===== config.mk =====
export PLATFORM = sky130hd
export DESIGN_NAME = mshc_csr
export DESIGN_NICKNAME = d
export VERILOG_FILES = /design/src/pkg/mshc_pkg.sv /design/src/logic/mshc_mdio_engine.sv /design/src/logic/mshc_csr.sv
export SDC_FILE = /design/constraint.sdc
export NUM_CORES = 1
export LEC_CHECK = 0
export ABC_AREA = 1
export BUFFER_PORTS_ARGS = -buffer_cell sky130_fd_sc_hd__buf_2
export CORE_UTILIZATION = 55
export CTS_BUF_LIST = sky130_fd_sc_hd__clkbuf_4 sky130_fd_sc_hd__clkbuf_8
export DETAILED_ROUTE_END_ITERATION = 8
export PLACE_DENSITY = 0.81
export SYNTH_ARGS = -nofsm -noshare
export SYNTH_HDL_FRONTEND = slang
export SYNTH_SLANG_ARGS = --single-unit
export TNS_END_PERCENT = 30

===== constraint.sdc =====
create_clock -name core_clk_in -period 2 [get_ports core_clk_in]
set_input_delay 0.2 -clock core_clk_in [delete_from_list [all_inputs] [get_ports core_clk_in]]
set_output_delay 0.2 -clock core_clk_in [all_outputs]
set_load 0.01 [all_outputs]

===== src/pkg/mshc_pkg.sv =====
// constants for the station address, group hash and phy management register bank
// ****************************************************************
// ****************************************************************
package mshc_pkg;
	localparam int mshc_addr_w = 4;
	localparam logic [3:0] mshc_off_addr_high = 4'h2;
	localparam logic [3:0] mshc_off_addr_low = 4'h3;
	localparam logic [3:0] mshc_off_hash_high = 4'h4;
	localparam logic [3:0] mshc_off_hash_low = 4'h5;
	localparam logic [3:0] mshc_off_phy_access = 4'h6;
	localparam logic [3:0] mshc_off_phy_data = 4'h7;
	localparam logic [3:0] mshc_off_filter_ctrl = 4'h8;
	localparam logic [31:0] mshc_rst_addr_high = 32'h0000ffff;
	localparam logic [31:0] mshc_rst_addr_low = 32'h0fffffff;
	localparam logic [31:0] mshc_rst_hash = 32'h00000000;
	localparam logic [31:0] mshc_rst_access = 32'h00000000;
	localparam logic [15:0] mshc_rst_data = 16'h0000;
	localparam int mshc_acc_busy_bit = 0;
	localparam int mshc_acc_dir_bit = 1;
	localparam int mshc_acc_reg_lsb = 6;
	localparam int mshc_acc_phy_lsb = 11;
	localparam int mshc_flt_pass_group_bit = 0;
	localparam logic [4:0] mshc_internal_phy = 5'h01;
	localparam logic [2:0] mshc_ee_byte_first = 3'h1;
	localparam logic [2:0] mshc_ee_byte_last = 3'h6;
	localparam int mshc_clk_mhz = 200;
	localparam int mshc_mdc_khz = 2500;
	localparam int mshc_mdc_half_cycles = (mshc_clk_mhz * 1000) / (mshc_mdc_khz * 2);
	localparam int mshc_frame_bits = 32'h40;
	localparam logic [5:0] mshc_turn_bit = 6'h2e;
	localparam logic [5:0] mshc_data_bit = 6'h30;
endpackage


===== src/logic/mshc_mdio_engine.sv =====
// clause 22 management frame engine with divided mdc
`timescale 1ns/10ps
`default_nettype none
module mshc_mdio_engine
	import mshc_pkg::*;
#(
	parameter int half_cycles = mshc_mdc_half_cycles
)
(
	// clock and reset
	input wire logic core_clk_in,
	input wire logic sys_rst_in,
	// request
	input wire logic start_in,
	input wire logic write_in,
	input wire logic [4:0] phy_in,
	input wire logic [4:0] reg_in,
	input wire logic [15:0] wdata_in,
	output logic done_out,
	output logic [15:0] rdata_out,
	// pins
	output logic mdc_out,
	output logic mdio_o_out,
	output logic mdio_oe_out,
	input wire logic mdio_in
);
	import mshc_pkg::*;
	logic [15:0] div_cnt;
	logic tick;
	logic run;
	logic [5:0] bit_idx;
	logic [63:0] shreg;
	logic mdio_s1, mdio_s2;
	logic [15:0] rd_sh;
	logic write_q;

	// ****************************************************************
	// mdc divider: one enable per half period
	// ****************************************************************
	assign tick = (div_cnt == 16'(half_cycles - 1));
	always_ff @(posedge core_clk_in)
	begin
		if (sys_rst_in || !run || tick)
			div_cnt <= 16'h0000;
		else
			div_cnt <= div_cnt + 16'h0001;
	end

	always_ff @(posedge core_clk_in)
	begin
		mdio_s1 <= mdio_in;
		mdio_s2 <= mdio_s1;
	end

	// ****************************************************************
	// frame shifter: 32 preamble, st, op, phy, reg, ta, data
	// ****************************************************************
	always_ff @(posedge core_clk_in)
	begin
		done_out <= 1'b0;
		if (sys_rst_in)
		begin
			run <= 1'b0;
			mdc_out <= 1'b0;
			bit_idx <= 6'h00;
			shreg <= 64'h0;
			mdio_o_out <= 1'b1;
			mdio_oe_out <= 1'b0;
			rd_sh <= 16'h0000;
			rdata_out <= 16'h0000;
			write_q <= 1'b0;
		end
		else if (!run)
		begin
			if (start_in)
			begin
				run <= 1'b1;
				write_q <= write_in;
				bit_idx <= 6'h00;
				shreg <= {32'hffffffff, 2'b01, write_in ? 2'b01 : 2'b10, phy_in, reg_in,
					2'b10, wdata_in};
				mdio_oe_out <= 1'b1;
				mdio_o_out <= 1'b1;
			end
		end
		else if (tick)
		begin
			mdc_out <= ~mdc_out;
			if (mdc_out)
			begin
				// falling edge: present the next bit
				if (bit_idx == 6'(mshc_frame_bits - 1))
				begin
					run <= 1'b0;
					mdio_oe_out <= 1'b0;
					done_out <= 1'b1;
					if (!write_q)
						rdata_out <= rd_sh;
				end
				else
				begin
					bit_idx <= bit_idx + 6'h01;
					shreg <= {shreg[62:0], 1'b0};
					mdio_o_out <= shreg[62];
					// reads release the line from turnaround on
					mdio_oe_out <= write_q || (bit_idx + 6'h01 < mshc_turn_bit);
				end
			end
			else if (!write_q && bit_idx >= mshc_data_bit)
				rd_sh <= {rd_sh[14:0], mdio_s2};
		end
		else if (bit_idx == 6'h00 && !mdc_out && div_cnt == 16'h0000)
			mdio_o_out <= shreg[63];
	end
endmodule
`default_nettype wire


===== src/logic/mshc_csr.sv =====
// station address, group hash table and phy management register bank
`timescale 1ns/10ps
`default_nettype none
module mshc_csr
	import mshc_pkg::*;
(
	// clock and reset
	input wire logic core_clk_in,
	input wire logic sys_rst_in,
	// register port
	input wire logic [mshc_pkg::mshc_addr_w-1:0] reg_addr_in,
	input wire logic [31:0] reg_wdata_in,
	input wire logic reg_wr_in,
	input wire logic reg_rd_in,
	output logic [31:0] reg_rdata_out,
	// eeprom power-on load
	input wire logic ee_valid_in,
	input wire logic [2:0] ee_byte_addr_in,
	input wire logic [7:0] ee_byte_in,
	// receive address filter
	input wire logic rx_check_in,
	input wire logic [47:0] rx_dest_in,
	input wire logic [5:0] rx_hash_in,
	output logic rx_accept_out,
	output logic rx_check_done_out,
	// management pins
	output logic mdc_out,
	output logic mdio_o_out,
	output logic mdio_oe_out,
	input wire logic mdio_in,
	output logic internal_phy_sel_out
);
	import mshc_pkg::*;
	logic [15:0] addr_high;
	logic [31:0] addr_low;
	logic [31:0] hash_high;
	logic [31:0] hash_low;
	logic [4:0] acc_phy;
	logic [4:0] acc_reg;
	logic acc_dir;
	logic acc_busy;
	logic [15:0] phy_data;
	logic pass_group;
	logic start;
	logic eng_done;
	logic [15:0] eng_rdata;
	logic eng_mdc, eng_mdio_o, eng_mdio_oe;
	logic wr_acc;
	logic [63:0] hash_all;
	logic [47:0] station;
	logic hit_bit;
	logic is_group;

	// ****************************************************************
	// station address with power-on eeprom load
	// ****************************************************************
	always_ff @(posedge core_clk_in)
	begin
		if (sys_rst_in)
		begin
			addr_high <= mshc_rst_addr_high[15:0];
			addr_low <= mshc_rst_addr_low;
		end
		else if (ee_valid_in && ee_byte_addr_in >= mshc_ee_byte_first
			&& ee_byte_addr_in <= mshc_ee_byte_last)
		begin
			unique case (ee_byte_addr_in)
				3'h1: addr_low[7:0] <= ee_byte_in;
				3'h2: addr_low[15:8] <= ee_byte_in;
				3'h3: addr_low[23:16] <= ee_byte_in;
				3'h4: addr_low[31:24] <= ee_byte_in;
				3'h5: addr_high[7:0] <= ee_byte_in;
				3'h6: addr_high[15:8] <= ee_byte_in;
				default: addr_high <= addr_high;
			endcase
		end
		else if (reg_wr_in)
		begin
			if (reg_addr_in == mshc_off_addr_high)
				addr_high <= reg_wdata_in[15:0];
			if (reg_addr_in == mshc_off_addr_low)
				addr_low <= reg_wdata_in;
		end
	end

	// ****************************************************************
	// group hash table and filter control
	// ****************************************************************
	always_ff @(posedge core_clk_in)
	begin
		if (sys_rst_in)
		begin
			hash_high <= mshc_rst_hash;
			hash_low <= mshc_rst_hash;
			pass_group <= 1'b0;
		end
		else if (reg_wr_in)
		begin
			if (reg_addr_in == mshc_off_hash_high)
				hash_high <= reg_wdata_in;
			if (reg_addr_in == mshc_off_hash_low)
				hash_low <= reg_wdata_in;
			if (reg_addr_in == mshc_off_filter_ctrl)
				pass_group <= reg_wdata_in[mshc_flt_pass_group_bit];
		end
	end

	// ****************************************************************
	// receive filter: unicast exact match, group by hash
	// ****************************************************************
	assign hash_all = {hash_high, hash_low};
	assign hit_bit = hash_all[rx_hash_in];
	// destination octet one sits in the low byte of the low register
	assign station = {addr_high, addr_low};
	assign is_group = rx_dest_in[0];
	always_ff @(posedge core_clk_in)
	begin
		if (sys_rst_in)
		begin
			rx_accept_out <= 1'b0;
			rx_check_done_out <= 1'b0;
		end
		else
		begin
			rx_check_done_out <= rx_check_in;
			if (rx_check_in)
			begin
				if (is_group)
					rx_accept_out <= pass_group || hit_bit;
				else
					rx_accept_out <= (rx_dest_in == station);
			end
		end
	end

	// ****************************************************************
	// management access and data registers
	// ****************************************************************
	// a write while busy is dropped so a running frame is never corrupted
	assign wr_acc = reg_wr_in && reg_addr_in == mshc_off_phy_access && !acc_busy;
	assign start = wr_acc && reg_wdata_in[mshc_acc_busy_bit];
	always_ff @(posedge core_clk_in)
	begin
		if (sys_rst_in)
		begin
			acc_phy <= mshc_rst_access[mshc_acc_phy_lsb +: 5];
			acc_reg <= mshc_rst_access[mshc_acc_reg_lsb +: 5];
			acc_dir <= mshc_rst_access[mshc_acc_dir_bit];
			acc_busy <= mshc_rst_access[mshc_acc_busy_bit];
		end
		else if (wr_acc)
		begin
			acc_phy <= reg_wdata_in[mshc_acc_phy_lsb +: 5];
			acc_reg <= reg_wdata_in[mshc_acc_reg_lsb +: 5];
			acc_dir <= reg_wdata_in[mshc_acc_dir_bit];
			acc_busy <= reg_wdata_in[mshc_acc_busy_bit];
		end
		else if (eng_done)
			acc_busy <= 1'b0;
	end

	always_ff @(posedge core_clk_in)
	begin
		if (sys_rst_in)
			phy_data <= mshc_rst_data;
		else if (eng_done && !acc_dir)
			phy_data <= eng_rdata;
		else if (reg_wr_in && reg_addr_in == mshc_off_phy_data && !acc_busy)
			phy_data <= reg_wdata_in[15:0];
	end

	always_ff @(posedge core_clk_in)
	begin
		if (sys_rst_in)
			internal_phy_sel_out <= 1'b0;
		else
			internal_phy_sel_out <= acc_busy && (acc_phy == mshc_internal_phy);
	end

	mshc_mdio_engine u_engine (
		.core_clk_in(core_clk_in),
		.sys_rst_in(sys_rst_in),
		.start_in(start),
		.write_in(reg_wdata_in[mshc_acc_dir_bit]),
		.phy_in(reg_wdata_in[mshc_acc_phy_lsb +: 5]),
		.reg_in(reg_wdata_in[mshc_acc_reg_lsb +: 5]),
		.wdata_in(phy_data),
		.done_out(eng_done),
		.rdata_out(eng_rdata),
		.mdc_out(eng_mdc),
		.mdio_o_out(eng_mdio_o),
		.mdio_oe_out(eng_mdio_oe),
		.mdio_in(mdio_in)
	);

	// outputs registered once more so they come straight from flops
	always_ff @(posedge core_clk_in)
	begin
		if (sys_rst_in)
		begin
			mdc_out <= 1'b0;
			mdio_o_out <= 1'b1;
			mdio_oe_out <= 1'b0;
		end
		else
		begin
			mdc_out <= eng_mdc;
			mdio_o_out <= eng_mdio_o;
			mdio_oe_out <= eng_mdio_oe;
		end
	end

	// ****************************************************************
	// read port, data one cycle after the strobe
	// ****************************************************************
	always_ff @(posedge core_clk_in)
	begin
		if (sys_rst_in)
			reg_rdata_out <= 32'h00000000;
		else if (reg_rd_in)
		begin
			unique case (reg_addr_in)
				mshc_off_addr_high: reg_rdata_out <= {16'h0000, addr_high};
				mshc_off_addr_low: reg_rdata_out <= addr_low;
				mshc_off_hash_high: reg_rdata_out <= hash_high;
				mshc_off_hash_low: reg_rdata_out <= hash_low;
				mshc_off_phy_access: reg_rdata_out <= {16'h0000, acc_phy, acc_reg, 4'h0,
					acc_dir, acc_busy};
				mshc_off_phy_data: reg_rdata_out <= {16'h0000, phy_data};
				mshc_off_filter_ctrl: reg_rdata_out <= {31'h0, pass_group};
				default: reg_rdata_out <= 32'h00000000;
			endcase
		end
		else
			reg_rdata_out <= 32'h00000000;
	end
endmodule
`default_nettype wire


======== Word-level counts from Yosys, hierarchy flattened ========
Index checks and enable logic that the tools add are counted.
cells by class
  add/subtract/negate cells ............... 2
  order comparisons ....................... 5
  equal/unequal tests ..................... 29
  mux-type cells .......................... 47
  bitwise gates (word level) .............. 5
  reduce and logical (&&, ||, !) cells .... 47
operators with widths
  cell                                                        count
  2-to-1 mux 64 bit                                           5
  case mux 32 bit (7 select lines)                            1
  2-to-1 mux 32 bit                                           3
  2-to-1 mux 16 bit                                           5
  == test 48 bit                                              1
  2-to-1 mux 8 bit                                            6
  2-to-1 mux 6 bit                                            5
  AND reduction 3 bit                                         7
  2-to-1 mux 1 bit                                            20
  adder 16 x 1 -> 16 bit, second input constant               1
  == test 16 x 6 -> 1 bit, second input constant              1
  == test 4 x 3 -> 1 bit, second input constant               4
  zero test 16 bit                                            1
  inequality test 2 x 1 -> 1 bit, second input constant       8
  logical AND 1 bit                                           12
  AND reduction 4 bit                                         3
  nonzero test 2 bit                                          6
  AND reduction 2 bit                                         5
  == test 3 bit, second input constant                        3
  == test 4 x 2 -> 1 bit, second input constant               2
  less-than comparator 6 x 7 -> 1 bit, second input constant  1
  adder 6 x 1 -> 6 bit, second input constant                 1
  binary-select mux 1 bit (select 6 bit)                      1
  == test 3 x 2 -> 1 bit, second input constant               2
  other kinds (19)                                            31
word-level totals
  register bits ........................... 305
  input port bits ......................... 108
  output and inout port bits .............. 38
  logic and storage cells ................. 169

======== Depth between registers and ports, before layout ========
Gate-level depths: netlist of the first run.
  depth after elaboration ................. 7
  gate-level depth with buffers ........... 14

======== Cells and area by module ========
From an unflattened synthesis of the first run, not the netlist that was laid out.
second synthesis, totals
  cells, all modules ...................... 1979
  area total of the unflattened synthesis .. 13768.2 µm²
modules (own cells, without submodules)
  module            instances  cells each  area each (µm²)  sequential area each (µm²)
  mshc_csr          1          1247        8500.7           3583.4
  mshc_mdio_engine  1          732         5267.6           2522.4

======== Least setup slack after synthesis of the first run ========
OpenSTA, ideal clock, no wires.
  path kind ............................... register to register
  start ................................... register u_engine.div_cnt[0]
  end ..................................... register u_engine.bit_idx[3]
  library setup time ...................... 0.134 ns
  data arrival time ....................... 1.583 ns
  required time ........................... 1.866 ns
  slack ................................... 0.283 ns
  stages on the path, launching flop included .. 10
  path buffers ............................ 1
  clock period less this slack ............ 1.717 ns
  cell sequence ........................... dfxtp_1 > ha_1 > nand2_2 > nor3_2 > nand2_2 > o21ai_1 > nand3b_2 > buf_2 > a21oi_1 > a211oi_2
on the way
  longest elaborated chain between the ends .. 3
RTL lines
  item                                             RTL line                 source
  start, declared                                  mshc_mdio_engine.sv:28   logic [15:0] div_cnt;
  start signal, assigned                           mshc_mdio_engine.sv:46   div_cnt <= div_cnt + 16'h0001;
  == test 16 x 6 -> 1 bit                          mshc_mdio_engine.sv:40   assign tick = (div_cnt == 16'(half_cycles - 1));
  inequality test 2 x 1 -> 1 bit (no source line)  n/a
  AND reduction 4 bit (no source line)             n/a
  end signal, assigned                             mshc_mdio_engine.sv:102  bit_idx <= bit_idx + 6'h01;
  end, declared                                    mshc_mdio_engine.sv:31   logic [5:0] bit_idx;
Every way passes these cells.
A chain may end at the register's enable or synchronous reset.

======== Final worst setup path of the first run ========
  start ................................... register u_engine.div_cnt[10]
  end ..................................... register u_engine.shreg[6]
on the way
  longest elaborated chain between the ends .. 3
RTL lines
  item                                             RTL line                 source
  == test 16 x 6 -> 1 bit                          mshc_mdio_engine.sv:40
  inequality test 2 x 1 -> 1 bit (no source line)  n/a
  AND reduction 4 bit (no source line)             n/a
  end signal, assigned                             mshc_mdio_engine.sv:80   shreg <= {32'hffffffff, 2'b01, write_in ? 2'b01 : 2'b10, phy_in, reg_in,
  end signal, assigned                             mshc_mdio_engine.sv:103  shreg <= {shreg[62:0], 1'b0};
  end, declared                                    mshc_mdio_engine.sv:32   logic [63:0] shreg;
Every way passes these cells.

==> results of run 1 <==
## per-stage QoR
| stage | utilization [%] | area [um^2] | hold slack, ps | TNS, ps |
|---|---|---|---|---|
| final | 66.5 | 16100 | 21.4 | 0 |
| after global routing | 66.5 | 16100 | 43.5 | -145 |
| after CTS | 66.1 | 16000 | 0.248 | -21.0 |
| after detailed placement | 60.2 | 14600 | 304 | 0 |
| after global placement | 60.2 | 14600 | 305 | 0 |
| after floorplan | - | 13500 | 228 | 0 |
## critical path, delay by kind of cell, from the launching register on
kind / cells / cell delay (ps)
AND/OR/NAND/NOR: 6 / 820
buffers and inverters: 3 / 380
flip-flops: 1 / 340
AO/OA/AOI/OAI: 2 / 300
## cell usage in the layout, fill, tap and decap left out, types with 7 or more instances in the layout
| cell | count |
|---|---|
| nand3_1 | 128 |
| nor4_1 | 7 |
| a31oi_1 | 48 |
| o221ai_1 | 7 |
| buf_4 | 42 |
| xnor2_1 | 9 |
| inv_2 | 14 |
| dlygate4sd3_1 | 37 |
| dfxtp_1 | 303 |
| clkbuf_4 | 10 |
| nand2_1 | 454 |
| inv_1 | 152 |
| xor2_1 | 7 |
| a211oi_1 | 7 |
| o21ai_0 | 175 |
| nor3_1 | 42 |
| o21ai_1 | 43 |
| nand4_1 | 11 |
| clkinv_2 | 13 |
| a21oi_1 | 188 |
| o22ai_1 | 23 |
| buf_2 | 144 |
| buf_12 | 9 |
| clkbuf_8 | 60 |
| a41oi_1 | 8 |
| nor2_1 | 82 |
## repair_timing
item / 4_1_cts / 5_1_grt
resized for setup: 0 / 8
hold buffers: 37 / 0
setup buffers: 0 / 4
endpoints found under the setup margin: 1 / 100
gates cloned: 0 / 2
endpoints found under the hold margin: 85 / 0
pin swaps: 0 / 4
## worst max-delay path by stage
stage                                               start                                to  slack, ps  depth (start not counted)
final                     u_engine.div_cnt[10]$_SDFF_PP0_    u_engine.shreg[6]$_SDFFE_PP0P_         90                         11
after global placement     u_engine.div_cnt[1]$_SDFF_PP0_   u_engine.shreg[26]$_SDFFE_PP0P_        150                         10
after CTS                  u_engine.div_cnt[1]$_SDFF_PP0_   u_engine.shreg[13]$_SDFFE_PP0P_        -20                         10
after floorplan            u_engine.div_cnt[0]$_SDFF_PP0_  u_engine.bit_idx[3]$_SDFFE_PP0P_        280                          9
after global routing       u_engine.div_cnt[3]$_SDFF_PP0_    u_engine.shreg[6]$_SDFFE_PP0P_        -30                         11
after detailed placement   u_engine.div_cnt[1]$_SDFF_PP0_    u_engine.shreg[5]$_SDFFE_PP0P_         50                         10
## kinds of logic (layout without fill, tap and decap cells)
family / Yosys count / count (layout) / synth area share, %
AND/OR/NAND/NOR: 754 / 754 / 23.8
AO/OA/AOI/OAI: 519 / 519 / 21.1
flip-flops: 305 / 305 / 45.2
buffers and inverters: 286 / 492 / 8.47
XOR/XNOR: 16 / 16 / 1.04
adder cells (fa/ha/maj): 4 / 4 / 0.370
other: 0 / 1 / 0
## power groups by stage
stage / logic [W] / registers, W / clock network [W]
after CTS: 0.00128 / 0.00636 / 0.00571
after floorplan: 0.000728 / 0.00646 / 0
final: 0.00133 / 0.00636 / 0.00567
after global placement: 0.00121 / 0.00649 / 0
after detailed placement: 0.00122 / 0.00649 / 0
after global routing: 0.00143 / 0.00637 / 0.00603
## routing by layer
metal,track usage [%],up-vias,part of all wire [%]
li1,-,6653,-
met1,44.0,6415,40
met2,52.0,791,44
met3,5.96,150,9.9
met4,19.6,0,5.8
met5,0,-,0
## cell type report
class | instances | area, um^2
clock inverters | 19 | 149
flip-flops and latches | 305 | 6110
inverters | 169 | 636
fillers | 2130 | 8110
multi-input cells | 1293 | 6300
repair buffers | 234 | 1640
well taps | 324 | 405
diodes | 1 | 2.50
clock buffers | 70 | 901
==> results.md, run 1 <==
Run status:
- The run finished with clean final reports.

Setup path:
- The startpoint of the lowest-slack register-to-register path is u_engine.div_cnt[10]$_SDFF_PP0_.
- The critical path class is reg2reg.
- The type of destination of the critical path is a flip-flop.
- The minimum setup slack among reg-to-reg paths is between 80 and 90 ps.
- The slowest stage of the critical path belongs to the cell dfxtp_1.
- The path depth of the worst reg2reg path is 11.
- In this run the critical register-to-register path is captured at u_engine.shreg[6]$_SDFFE_PP0P_.
- For the worst setup path, the data required time is roughly 2500 ps.
- Counting stages on the worst path, the most repeated cell is nand2_2.
- STA classifies the critical path startpoint as a flip-flop.
- In this design, the stage delay of the slowest critical-path cell is roughly 340 ps.
- The signal on the critical path passes through inv_1 > nand4_1 > nor2_2 > nand2_2 > nand2_2 > nand3_2 > nor2_4 > buf_4 > buf_12 > o21ai_0 > a31oi_1.
- In this run the worst path has a maximum fanout of 13.
- Data on the critical path arrives at its endpoint at approximately 2400 ps.

Logic synthesis:
- The portion of synthesized cell area occupied by the leading cell type is 45.2%.
- Synthesis inferred a little over 300 register bits.
- The post-synthesis cell type with the largest combined area is dfxtp_1.
- The flip-flop cell with the highest count after synthesis is dfxtp_1.
- The sequential element share of the synthesized area is 45.2%.
- The number of distinct library cells after synthesis is between 40 and 50.
- Counting flops with an async set or reset pin after synthesis yields a share of 0%.
- After synthesis, the cell types taking the most area are dfxtp_1 45%, nand2_1 13%, a21oi_1 7.0%, o21ai_0 6.5%, nand3_1 4.7%.
- Counting every instance in the synthesized netlist gives 1884.
- The Yosys warning count is 0.
- Counting flops with a built-in enable in the synthesized netlist gives 0.
- A synthesized cell averages approximately 7.2 um^2.
- The synthesized netlist occupies a cell area of ~0.014 mm^2.
- The post-synthesis net count is about 2000.
- Counting instances in the post-synthesis netlist gives the leading cell types as 454 x nand2_1, 305 x dfxtp_1, 188 x a21oi_1.
- By instance count, the leading cell after synthesis is nand2_1.

Placed design:
- The estimated wirelength of the detail-placed design is between 20 and 30 mm.
- The routability congestion estimate is between 0.9 and 1.
- Input and output buffers added on the ports amount to between 100 and 150.
- The number of cells in the design after placement is approximately 2300.
- The setup slack at placement is just under 50 ps.

Clock tree:
- The number of levels the H-tree was split into is 2.
- The CTS tree is done.
- The master cell of the clock root buffer is clkbuf_8.
- The clock transition time at the flip-flop clock pins of the worst setup and hold paths is approximately 70 ps.
- Buffers inserted during clock tree synthesis total 50.
- The number of clock sinks seen by CTS is roughly 310.
- The latest clock arrival within the worst-skew pair is ~600 ps.
- The number of buffers on the longest clock path is 3.

Floorplan:
- The floorplan die area is about 0.025 mm^2.
- The number of placed I/O pins is 146.
- Measured along the x axis, the die boundary spans approximately 160 um.
- The region available for standard cell placement spans between 0.02 and 0.025 mm^2.
- After floorplanning, the core was divided into 57 placement rows.
- The starting density of the core is about 56%.
- Measured along the y axis, the die boundary spans between 150 and 200 um.

Run:
- The tool flagged a number of max-cap violations equal to 0.

GRT:
- For this run the aggregate overflow at the end of global routing stands at 0.
- The largest net degree at the start of global routing is 116.
- The first global-routing pass estimated about 68 mm of wire.
- The overall global routing resource usage is around a third.
- The initial antenna violation count is 0.
- The number of global-route vias before repair is around 13000.

Finish:
- In the final design database the tool counted roughly 2200 nets.
- The layout overhead on the synthesized area is 19.3%.
- Excluding fillers, the count of instances in the completed layout stands at approximately 2400.
- More flip-flops sit in one register than any other, and that register is u_engine.shreg.
- Of the cells placed in the final design, the portion with a size suffix greater than 1 is between 10% and 20%.
- The register with the most flip-flops in the layout has 64 of them.

STA:
- Setup repair after global routing could not meet its margin everywhere.
- For the pin with the worst max-slew slack, the measured transition is just under 900 ps.
- Based on the critical path, the design can be clocked at up to around 520 MHz.
- Setup violations remaining at the end of the flow were counted as 0.
- The setup clock skew after layout is 34.0 ps.
- The final clock period utilization by the worst path is 95.6%.
- Setup slack on the critical path of the routed design comes to a little under 90 ps.
- The relative slew slack is between 40% and 50%.
- The number of endpoints with negative hold slack in the final report is 0.
- The number of slew-limit violations in the final report is 0.
- The final period demand of the worst path is 1910 ps.

Hold path:
- The path class of the lowest-slack min-delay path is in2reg.
- In this run the most critical hold path is launched from ee_byte_in[4].
- For hold timing, the worst endpoint is addr_low[28]$_SDFFE_PP0P_.
- The hold-critical path depth is 3.

Pwr:
- The clock network accounts for a little over two fifths of the total power.
- The analysis attributes to net switching a power of approximately 0.0036 W.
- In this run switching power makes up 26.8% of total power.
- In this run the power density over the cells is a little over 800 mW/mm^2.
- The analysis attributes to cell leakage a power of approximately 6.7 nW.
- The combinational fraction of design power is between 10% and 20%.
- Cell internal power was estimated by the tool at a little under 0.01 W.
- The part of the power in registers is between 40% and 50%.
- Across the VDD grid, the largest voltage drop is slightly above 0.6 mV.
- The design draws around 0.013 W.

Detailed routing:
- The average via count per standard cell is about 5.8.
- The count of antenna-violating nets left after detailed routing is 0.
- The count of unresolved DRC violations after routing is 0.
- The via count of the routed design is 14000.
- For this block, the routed nets add up to 43.7 mm of wire.
- In this run, the number of DRC markers left after iteration 0 of detailed routing was approximately 1500.
- The first detailed-routing pass ran for 6 iterations.
- The detail-routed net length per standard cell is around 18 um.
(Power assumes the default switching activity.)
==> run 2: changes to the inputs <==
--- a/config.mk
+++ b/config.mk
@@ -10,3 +10,2 @@
 export CORE_UTILIZATION = 55
-export CTS_BUF_LIST = sky130_fd_sc_hd__clkbuf_4 sky130_fd_sc_hd__clkbuf_8
 export DETAILED_ROUTE_END_ITERATION = 8
--- a/constraint.sdc
+++ b/constraint.sdc
@@ -3,2 +3,2 @@
 set_output_delay 0.2 -clock core_clk_in [all_outputs]
-set_load 0.01 [all_outputs]
+set_load 0.02 [all_outputs]
==> run 2 against run 1 <==
  * Sequential cell count stayed put
  * Register-to-register slack lost 30 ps
  * Global-route usage shrank 0.75 points
  * Largest cell class unchanged
  * Fmax down 1.6%
  * Cell count shrank 2.2%
  * Final area down 0.54%
  * Non-clock buffer count fell by 22
  * Clock power increased by 9.0%
  * Critical path type unchanged
  * Critical path depth did not move
==> results.md, run 2 (synthesis gave the netlist of run 1 again) <==
Run status:
- The flow ran to the end, and the final reports show no timing, DRC or antenna violations.

Setup path:
- Walking the worst path, the cells encountered are ha_2 > nand2_4 > nor3_4 > nand2_2 > inv_2 > nand2_2 > nor3_4 > buf_12 > buf_6 > clkbuf_16 > a21oi_1.
- The largest stage delay on the critical path is roughly 360 ps.
- The required time at the worst-slack endpoint is approximately 2400 ps.
- The largest fanout of any net on the critical path is 16.
- In this run the worst setup path begins at u_engine.div_cnt[1]$_SDFF_PP0_.
- At the worst endpoint, the arrival time is around 2300 ps.
- In this run the register-to-register setup slack is slightly below 60 ps.
- The startpoint of the lowest-slack register-to-register path is u_engine.div_cnt[1]$_SDFF_PP0_.
- The critical path class is reg2reg.
- The type of destination of the critical path is a flip-flop.
- The cell with the biggest individual delay on the critical path is dfxtp_2.
- The worst setup path is launched from a flip-flop.

STA:
- Setup violations remaining at the end of the flow were counted as 0.
- The pin slew with the least headroom to its limit is a little over 900 ps.
- The setup clock skew after layout is roughly 16 ps.
- The number of endpoints with negative hold slack in the final report is 0.
- The final period demand of the worst path is 1940 ps.
- The fmax is about 500 MHz.
- The number of slew-limit violations in the final report is 0.
- After layout, the worst path uses a little over nine tenths of the clock period.
- Hold timing on the final database bottoms out at a slack of between 10 and 15 ps.
- In this run the tightest slew margin relative to its limit is 39.6%.

Floorplan:
- The site row count is 57.
- The number of placed I/O pins is roughly 150.
- The die is ~160 um tall.
- For this configuration, the core starts out at a cell density of between 50% and 60%.
- The placeable core region is about 0.024 mm^2.
- The x dimension of the die is ~160 um.
- The floorplan die area is ~0.025 mm^2.

Run:
- The tool flagged a number of max-cap violations equal to 0.

Clock tree:
- Counting the buffers created by CTS gives 34.
- The latest clock arrival within the worst-skew pair is about 520 ps.
- The number of clock sinks seen by CTS is 305.
- The CTS tree is done.
- The number of buffers on the longest clock path is 3.
- The H-tree generated during clock tree synthesis spans 2 levels.
- The master cell of the clock root buffer is clkbuf_16.
- The clock transition time at the flip-flop clock pins of the worst setup and hold paths is roughly 60 ps.

Placed design:
- The number of port buffers is 145.
- The estimated wirelength of the detail-placed design is about 30 mm.
- The routability congestion estimate is 0.965.
- Once placement finished, the instance area stood at ~0.015 mm^2.

Finish:
- The core utilization of the finished layout is between 60% and 70%.
- The register with the most flip-flops in the layout has 64 of them.
- The total of fill cells in the finished design is 2088.
- The total number of nets in the final design is around 2100.
- The library cells used most frequently in the layout, excluding fill and tap cells, are 452 x nand2_1, 303 x dfxtp_1, 188 x a21oi_1.
- The finished cells cover between 0.015 and 0.02 mm^2.
- The most frequent standard cell in the layout excluding fill and tap cells is nand2_1.
- From synthesis to final layout, the design area changed by 18.7%.
- In the final layout, the share of cells above drive strength 1 is approximately 15%.
- The register name with the most flops is u_engine.shreg.

GRT:
- The first global-routing pass estimated roughly 66 mm of wire.
- The sum of overflow across all layers after global routing is 0.
- The initial antenna violation count is 0.
- The number of global-route vias before repair is 12400.
- The overall global routing resource usage is approximately a third.
- Entering global routing, the biggest net connects between 100 and 150 pins.

Detailed routing:
- The average via count per standard cell is 5.86.
- In the final routing, the length of wire on met1 measures about 18 mm.
- The via count of the routed design is around 14000.
- The routed wire length is 43.4 mm.
- The detail route stage leaves a number of antenna-violating nets equal to 0.
- The number of search-and-repair iterations in the first detailed-routing pass is 8.
- In the routed design, unresolved DRC markers number 0.
- After detailed routing, the average wire length per cell comes to about 18 um.
- The highest metal layer with signal wires is met4.
- The starting DRC count in detailed routing is 1617.
- The met3 wire length is between 4 and 5 mm.
- The routed design uses roughly 19 mm of met2 wire.

Hold path:
- The launch instance of the worst min-delay path is reg_wdata_in[16].
- In this run the worst hold path is classified as in2reg.

Pwr:
- The worst-case IR drop observed on VDD is between 0.6 and 0.7 mV.
- The ratio of total power to cell area is between 800 and 900 mW/mm^2.
- For this design the static power due to leakage is ~6.7 nW.
run 2: cell types whose count changed in the layout (fill, tap and decap cells not counted), moves of 2 or more:
cell and change:
clkbuf_8 -54, clkinv_2 -4, nand2_2 +2, clkbuf_16 +38
buf_4 -2, clkinvlp_4 -3, inv_6 +2, clkbuf_1 +6
clkbuf_4 -10, dlygate4sd3_1 -26, nand2_1 -2
run 2: layer usage:
layer | up-vias | track usage [%]
met3 | 145 | 4.94
met5 | - | 0
met1 | 6316 | 44.1
met2 | 809 | 50.4
li1 | 6576 | -
met4 | 0 | 18.7
run 2: worst paths after layout:
| path | endpoint | depth (start not counted) |
|---|---|---|
| worst max-delay path | u_engine.rdata_out[6]$_SDFFE_PP0P_ | 11 |
| worst min register to register | u_engine.mdio_s2$_DFF_P_ | 0 |
| worst min-delay path | hash_high[16]$_SDFFE_PP0P_ | 3 |
| worst max register to register | u_engine.rdata_out[6]$_SDFFE_PP0P_ | 11 |
run 2: cell type report:
class	count	area [um^2]	area share [%]
multi-input cells	1293	6300	39.3
flip-flops and latches	305	6110	38.1
repair buffers	212	1500	9.32
clock buffers	47	981	6.11
inverters	169	636	3.96
well taps	324	405	2.53
clock inverters	12	118	0.733
diodes	1	2.50	0.0156
run 2: power breakdown:
part / leakage [nW] / switching (W) / total, W / internal [W]
clock network: 0.550 / 0.00249 / 0.00618 / 0.00369
logic: 3.64 / 0.000875 / 0.00130 / 0.000427
registers: 2.48 / 0.000110 / 0.00636 / 0.00625
run 2: timing repair:
action	CTS	global route
setup endpoints to repair	0	98
hold endpoints to repair	14	0
setup buffers	0	5
hold buffers	11	0
resized for setup	0	15
run 2: metrics by stage:
stage	cells	total power, W	setup TNS (ps)	setup slack, ps
finish	2363	0.0138	0	58.3
detailed placement	2282	0.00772	0	48.7
global route	2362	0.0143	-746	-54.3
global placement	2282	0.00770	0	150
CTS	2352	0.0138	0	7.85
floorplan	1884	0.00719	0	283
run 2: worst max-delay path, delay by kind of cell, from the launching register on:
kind	cells	cell delay, ps
DFF	1	360
buffers and inverters	4	510
AOI/OAI and AO/OA	1	70
adders and majority gates	1	210
and+or+nand+nor	5	650
==> run 3: changes to the inputs <==
==> constraint.sdc (replaced) <==
create_clock -name core_clk_in -period 2 [get_ports core_clk_in]
set_input_delay 0.3 -clock core_clk_in [delete_from_list [all_inputs] [get_ports core_clk_in]]
set_output_delay 0.3 -clock core_clk_in [all_outputs]
set_load 0.02 [all_outputs]
==> run 3 against run 2 <==
  * Fmax rose by 2.8%
  * Via count rose by 0.13%
  * Routed wire length rose by 0.36%
  * Sequential cell count did not move
  * Non-clock buffer count fell by 5
  * Combinational power barely moved
  * Die area did not move
  * Clock skew fell by 3.9 ps
  * Critical path depth fell by 3
  * Final area fell by 0.34%
  * Power rose by 2.9%
  * Critical endpoint is now u_engine.rdata_out[0]$_SDFFE_PP0P_
  * Largest cell class unchanged
  * Largest power group is now the clock network
==> results.md, run 3 (synthesis gave the netlist of run 1 again) <==
Run status:
- The flow ran to the end, and the final reports show no timing, DRC or antenna violations.

Detailed routing:
- In the routed design, unresolved DRC markers number 0.
- The starting DRC count in detailed routing is between 1500 and 2000.
- The average via count per standard cell is between 5 and 6.
- The via count of the routed design is 13900.
- The count of antenna-violating nets left after detailed routing is 0.
- After detailed routing, the average wire length per cell comes to approximately 18 um.
- The number of search-and-repair iterations in the first detailed-routing pass is 6.
- For this block, the routed nets add up to ~44 mm of wire.

Finish:
- The fraction of layout instances using a drive strength above 1 is 15.3%.
- 0 antenna diodes ended up in the layout.
- In the layout the commonest cells are 452 x nand2_1, 305 x dfxtp_1, 188 x a21oi_1.
- The library cell used most frequently in the layout, excluding fill and tap cells, is nand2_1.
- The layout overhead on the synthesized area is 18.3%.
- The total number of nets in the final design is ~2100.
- In the final layout, flip-flops and latches occupy between 0.006 and 0.007 mm^2.
- Ranked by flip-flop count, first place goes to u_engine.shreg.
- The layout has around 2100 filler cells.
- The area taken by multi-input logic gates is ~0.0063 mm^2.
- For this run, the share of the core covered by cells in the final layout is between 60 and 70%.
- The register with the most flip-flops in the layout has 64 of them.
- The design area is around 0.016 mm^2.

Clock tree:
- The total CTS buffers is 34.
- The tree is rooted in a clkbuf_16.
- TritonCTS built the clock tree.
- After clock tree synthesis, the clock-pin slew on the worst setup and hold paths is 60 ps.
- The latest clock arrival within the worst-skew pair is between 500 and 600 ps.
- The number of levels the H-tree was split into is 2.
- Counting every sink on the clock net gives 305.
- The number of buffers on the longest clock path is 3.

Pwr:
- The combinational fraction of design power is under 10%.
- Per report_power, the clock group accounts for a little under half of the total.
- The power after layout is between 0.01 and 0.015 W.
- Power spread over the standard cell area amounts to 890 mW/mm^2.
- In this run the power spent charging and discharging nets is around 0.0035 W.
- VDD sags by at most around 0.85 mV.
- The leakage power summed over all cells is between 6 and 7 nW.
- The internal cell power is 0.0107 W.
- The switching portion of total power is between 20% and 30%.
- Registers are responsible for 44.7% of the overall power.

Placed design:
- The routability congestion estimate is ~1.0.
- The number of port buffers is around 150.
- The estimated wirelength of the detail-placed design is between 30 and 40 mm.
- The standard cell area after detailed placement is 0.0147 mm^2.
- At the placement stage, the worst setup path has a slack of between 20 and 25 ps.

GRT:
- The initial antenna violation count came to 0.
- The first-pass GRT wire length is between 60 and 70 mm.
- The number of global-route vias before repair is between 10000 and 15000.
- In the global route stage, overall resource usage came out at roughly a third.
- The sum of overflow across all layers after global routing is 0.
- Entering global routing, the biggest net connects between 100 and 150 pins.

STA:
- The routed design could run at a clock period as short as 1890 ps.
- The pin slew with the least headroom to its limit is between 800 and 900 ps.
- Setup slack closes at between 100 and 150 ps.
- The number of setup violations in the final report is 0.
- Measured against its own limit, the worst slew margin works out to 42.0%.
- The fmax is between 500 and 600 MHz.
- The worst path uses between 90 and 100% of the clock period.
- The setup clock skew after layout is approximately 12 ps.
- The number of endpoints with negative hold slack in the final report was 0.
- The number of slew-limit violations in the final report is 0.

Setup path:
- The startpoint type of the worst setup path is a flip-flop.
- At the worst endpoint, the required time is 2430 ps.
- The capturing point of the worst reg2reg path is u_engine.rdata_out[0]$_SDFFE_PP0P_.
- Along the worst path, the maximum fanout reaches 32.
- Setup slack on the worst reg-to-reg path comes out at roughly 110 ps.
- The critical path class is reg2reg.
- The startpoint of the lowest-slack register-to-register path is u_engine.bit_idx[1]$_SDFFE_PP0P_.
- The endpoint arrival time on the critical path is roughly 2300 ps.
- The path depth of the worst reg2reg path is 8.
- The type of destination of the critical path is a flip-flop.

Floorplan:
- After floorplanning, the core was divided into 57 placement rows.
- In this run the standard cell core region covers between 0.02 and 0.025 mm^2.
- The x dimension of the die is approximately 160 um.
- In this run the count of I/O pins placed on the die edge is ~150.
- The floorplan step defined a die boundary enclosing between 0.02 and 0.03 mm^2.
- The starting density of the core is roughly 56%.
- The die height is 159 um.

Hold path:
- The worst min-delay path endpoint is rx_check_done_out$_SDFF_PP0_.
- In this run the worst hold path is classified as in2reg.
- The hold-critical path depth is 3.
- In this run the most critical hold path is launched from rx_check_in.

Run:
- Max-cap violations in this run came to 0.
## run 3: changes by cell type in the layout (fill, tap and decap cells not counted), moves of 2 or more
| cell | change |
|---|---|
| o21ai_1 | +3 |
| dfxtp_1 | +2 |
| o21ai_0 | -3 |
| bufinv_16 | +2 |
| clkbuf_8 | +3 |
| dfxtp_2 | -2 |
| clkinv_2 | -5 |
| buf_12 | +2 |
| buf_4 | +8 |
| clkbuf_16 | -3 |
| dlygate4sd3_1 | -10 |
## run 3: layer usage
layer  track usage [%]  wire length (um)  vias to the layer above
met5                 0                 0                        -
met2              52.0             19500                      764
met4              18.8              2360                        0
met1              44.3             17400                     6373
met3              5.90              4260                      162
li1                  -                 -                     6565
## run 3: stage by stage
step                      TNS, ps  hold WS, ps  std cells
after CTS                       0         32.0       2352
after global placement          0          314       2293
after detailed placement        0          318       2293
final                           0         26.5       2356
after floorplan                 0          310       1884
after global routing        -7.30         54.8       2356
## run 3: how the worst max path moves through the flow
stage                                     startpoint                                  to  slack (ps)  depth (start not counted)
global route        u_engine.bit_idx[0]$_SDFFE_PP0P_  u_engine.rdata_out[3]$_SDFFE_PP0P_          -6                          8
global placement                  ee_byte_addr_in[1]           addr_low[28]$_SDFFE_PP0P_          70                          9
detailed placement                ee_byte_addr_in[1]           addr_high[7]$_SDFFE_PP1P_          20                          8
floorplan             u_engine.div_cnt[0]$_SDFF_PP0_    u_engine.bit_idx[3]$_SDFFE_PP0P_         280                          9
finish              u_engine.bit_idx[1]$_SDFFE_PP0P_  u_engine.rdata_out[0]$_SDFFE_PP0P_         110                          8
CTS                   u_engine.div_cnt[0]$_SDFF_PP0_      u_engine.shreg[8]$_SDFFE_PP0P_          50                         10
## run 3: worst max-delay path, cell delays in order, from the launching register on
cell	delay [ps]
dfxtp_1	370
ha_1	200
nand3_1	180
nor3_4	280
nand2_2	150
nor3_4	170
buf_12	200
o21ai_0	100
a21oi_1	140
## run 3: timing repair
action	CTS	global route
hold buffers	1	0
setup buffers	0	2
gates resized for setup	0	15
endpoints found under the setup margin	0	88
hold endpoints to repair	1	0
## run 3: area by class of cell
class	instances	share of cell area, %
well taps	324	2.53
repair buffers	207	8.64
inverters	169	3.97
multi-input cells	1293	39.4
clock buffers	49	6.37
flip-flops and latches	305	38.2
clock inverters	9	0.947
## run 3: power by group through the flow
| stage | clock network [W] | registers [W] | logic, W |
|---|---|---|---|
| global route | 0.00684 | 0.00638 | 0.00142 |
| global placement | 0 | 0.00649 | 0.00124 |
| detailed placement | 0 | 0.00649 | 0.00125 |
| finish | 0.00656 | 0.00637 | 0.00131 |
| floorplan | 0 | 0.00647 | 0.000728 |
| CTS | 0.00658 | 0.00636 | 0.00126 |
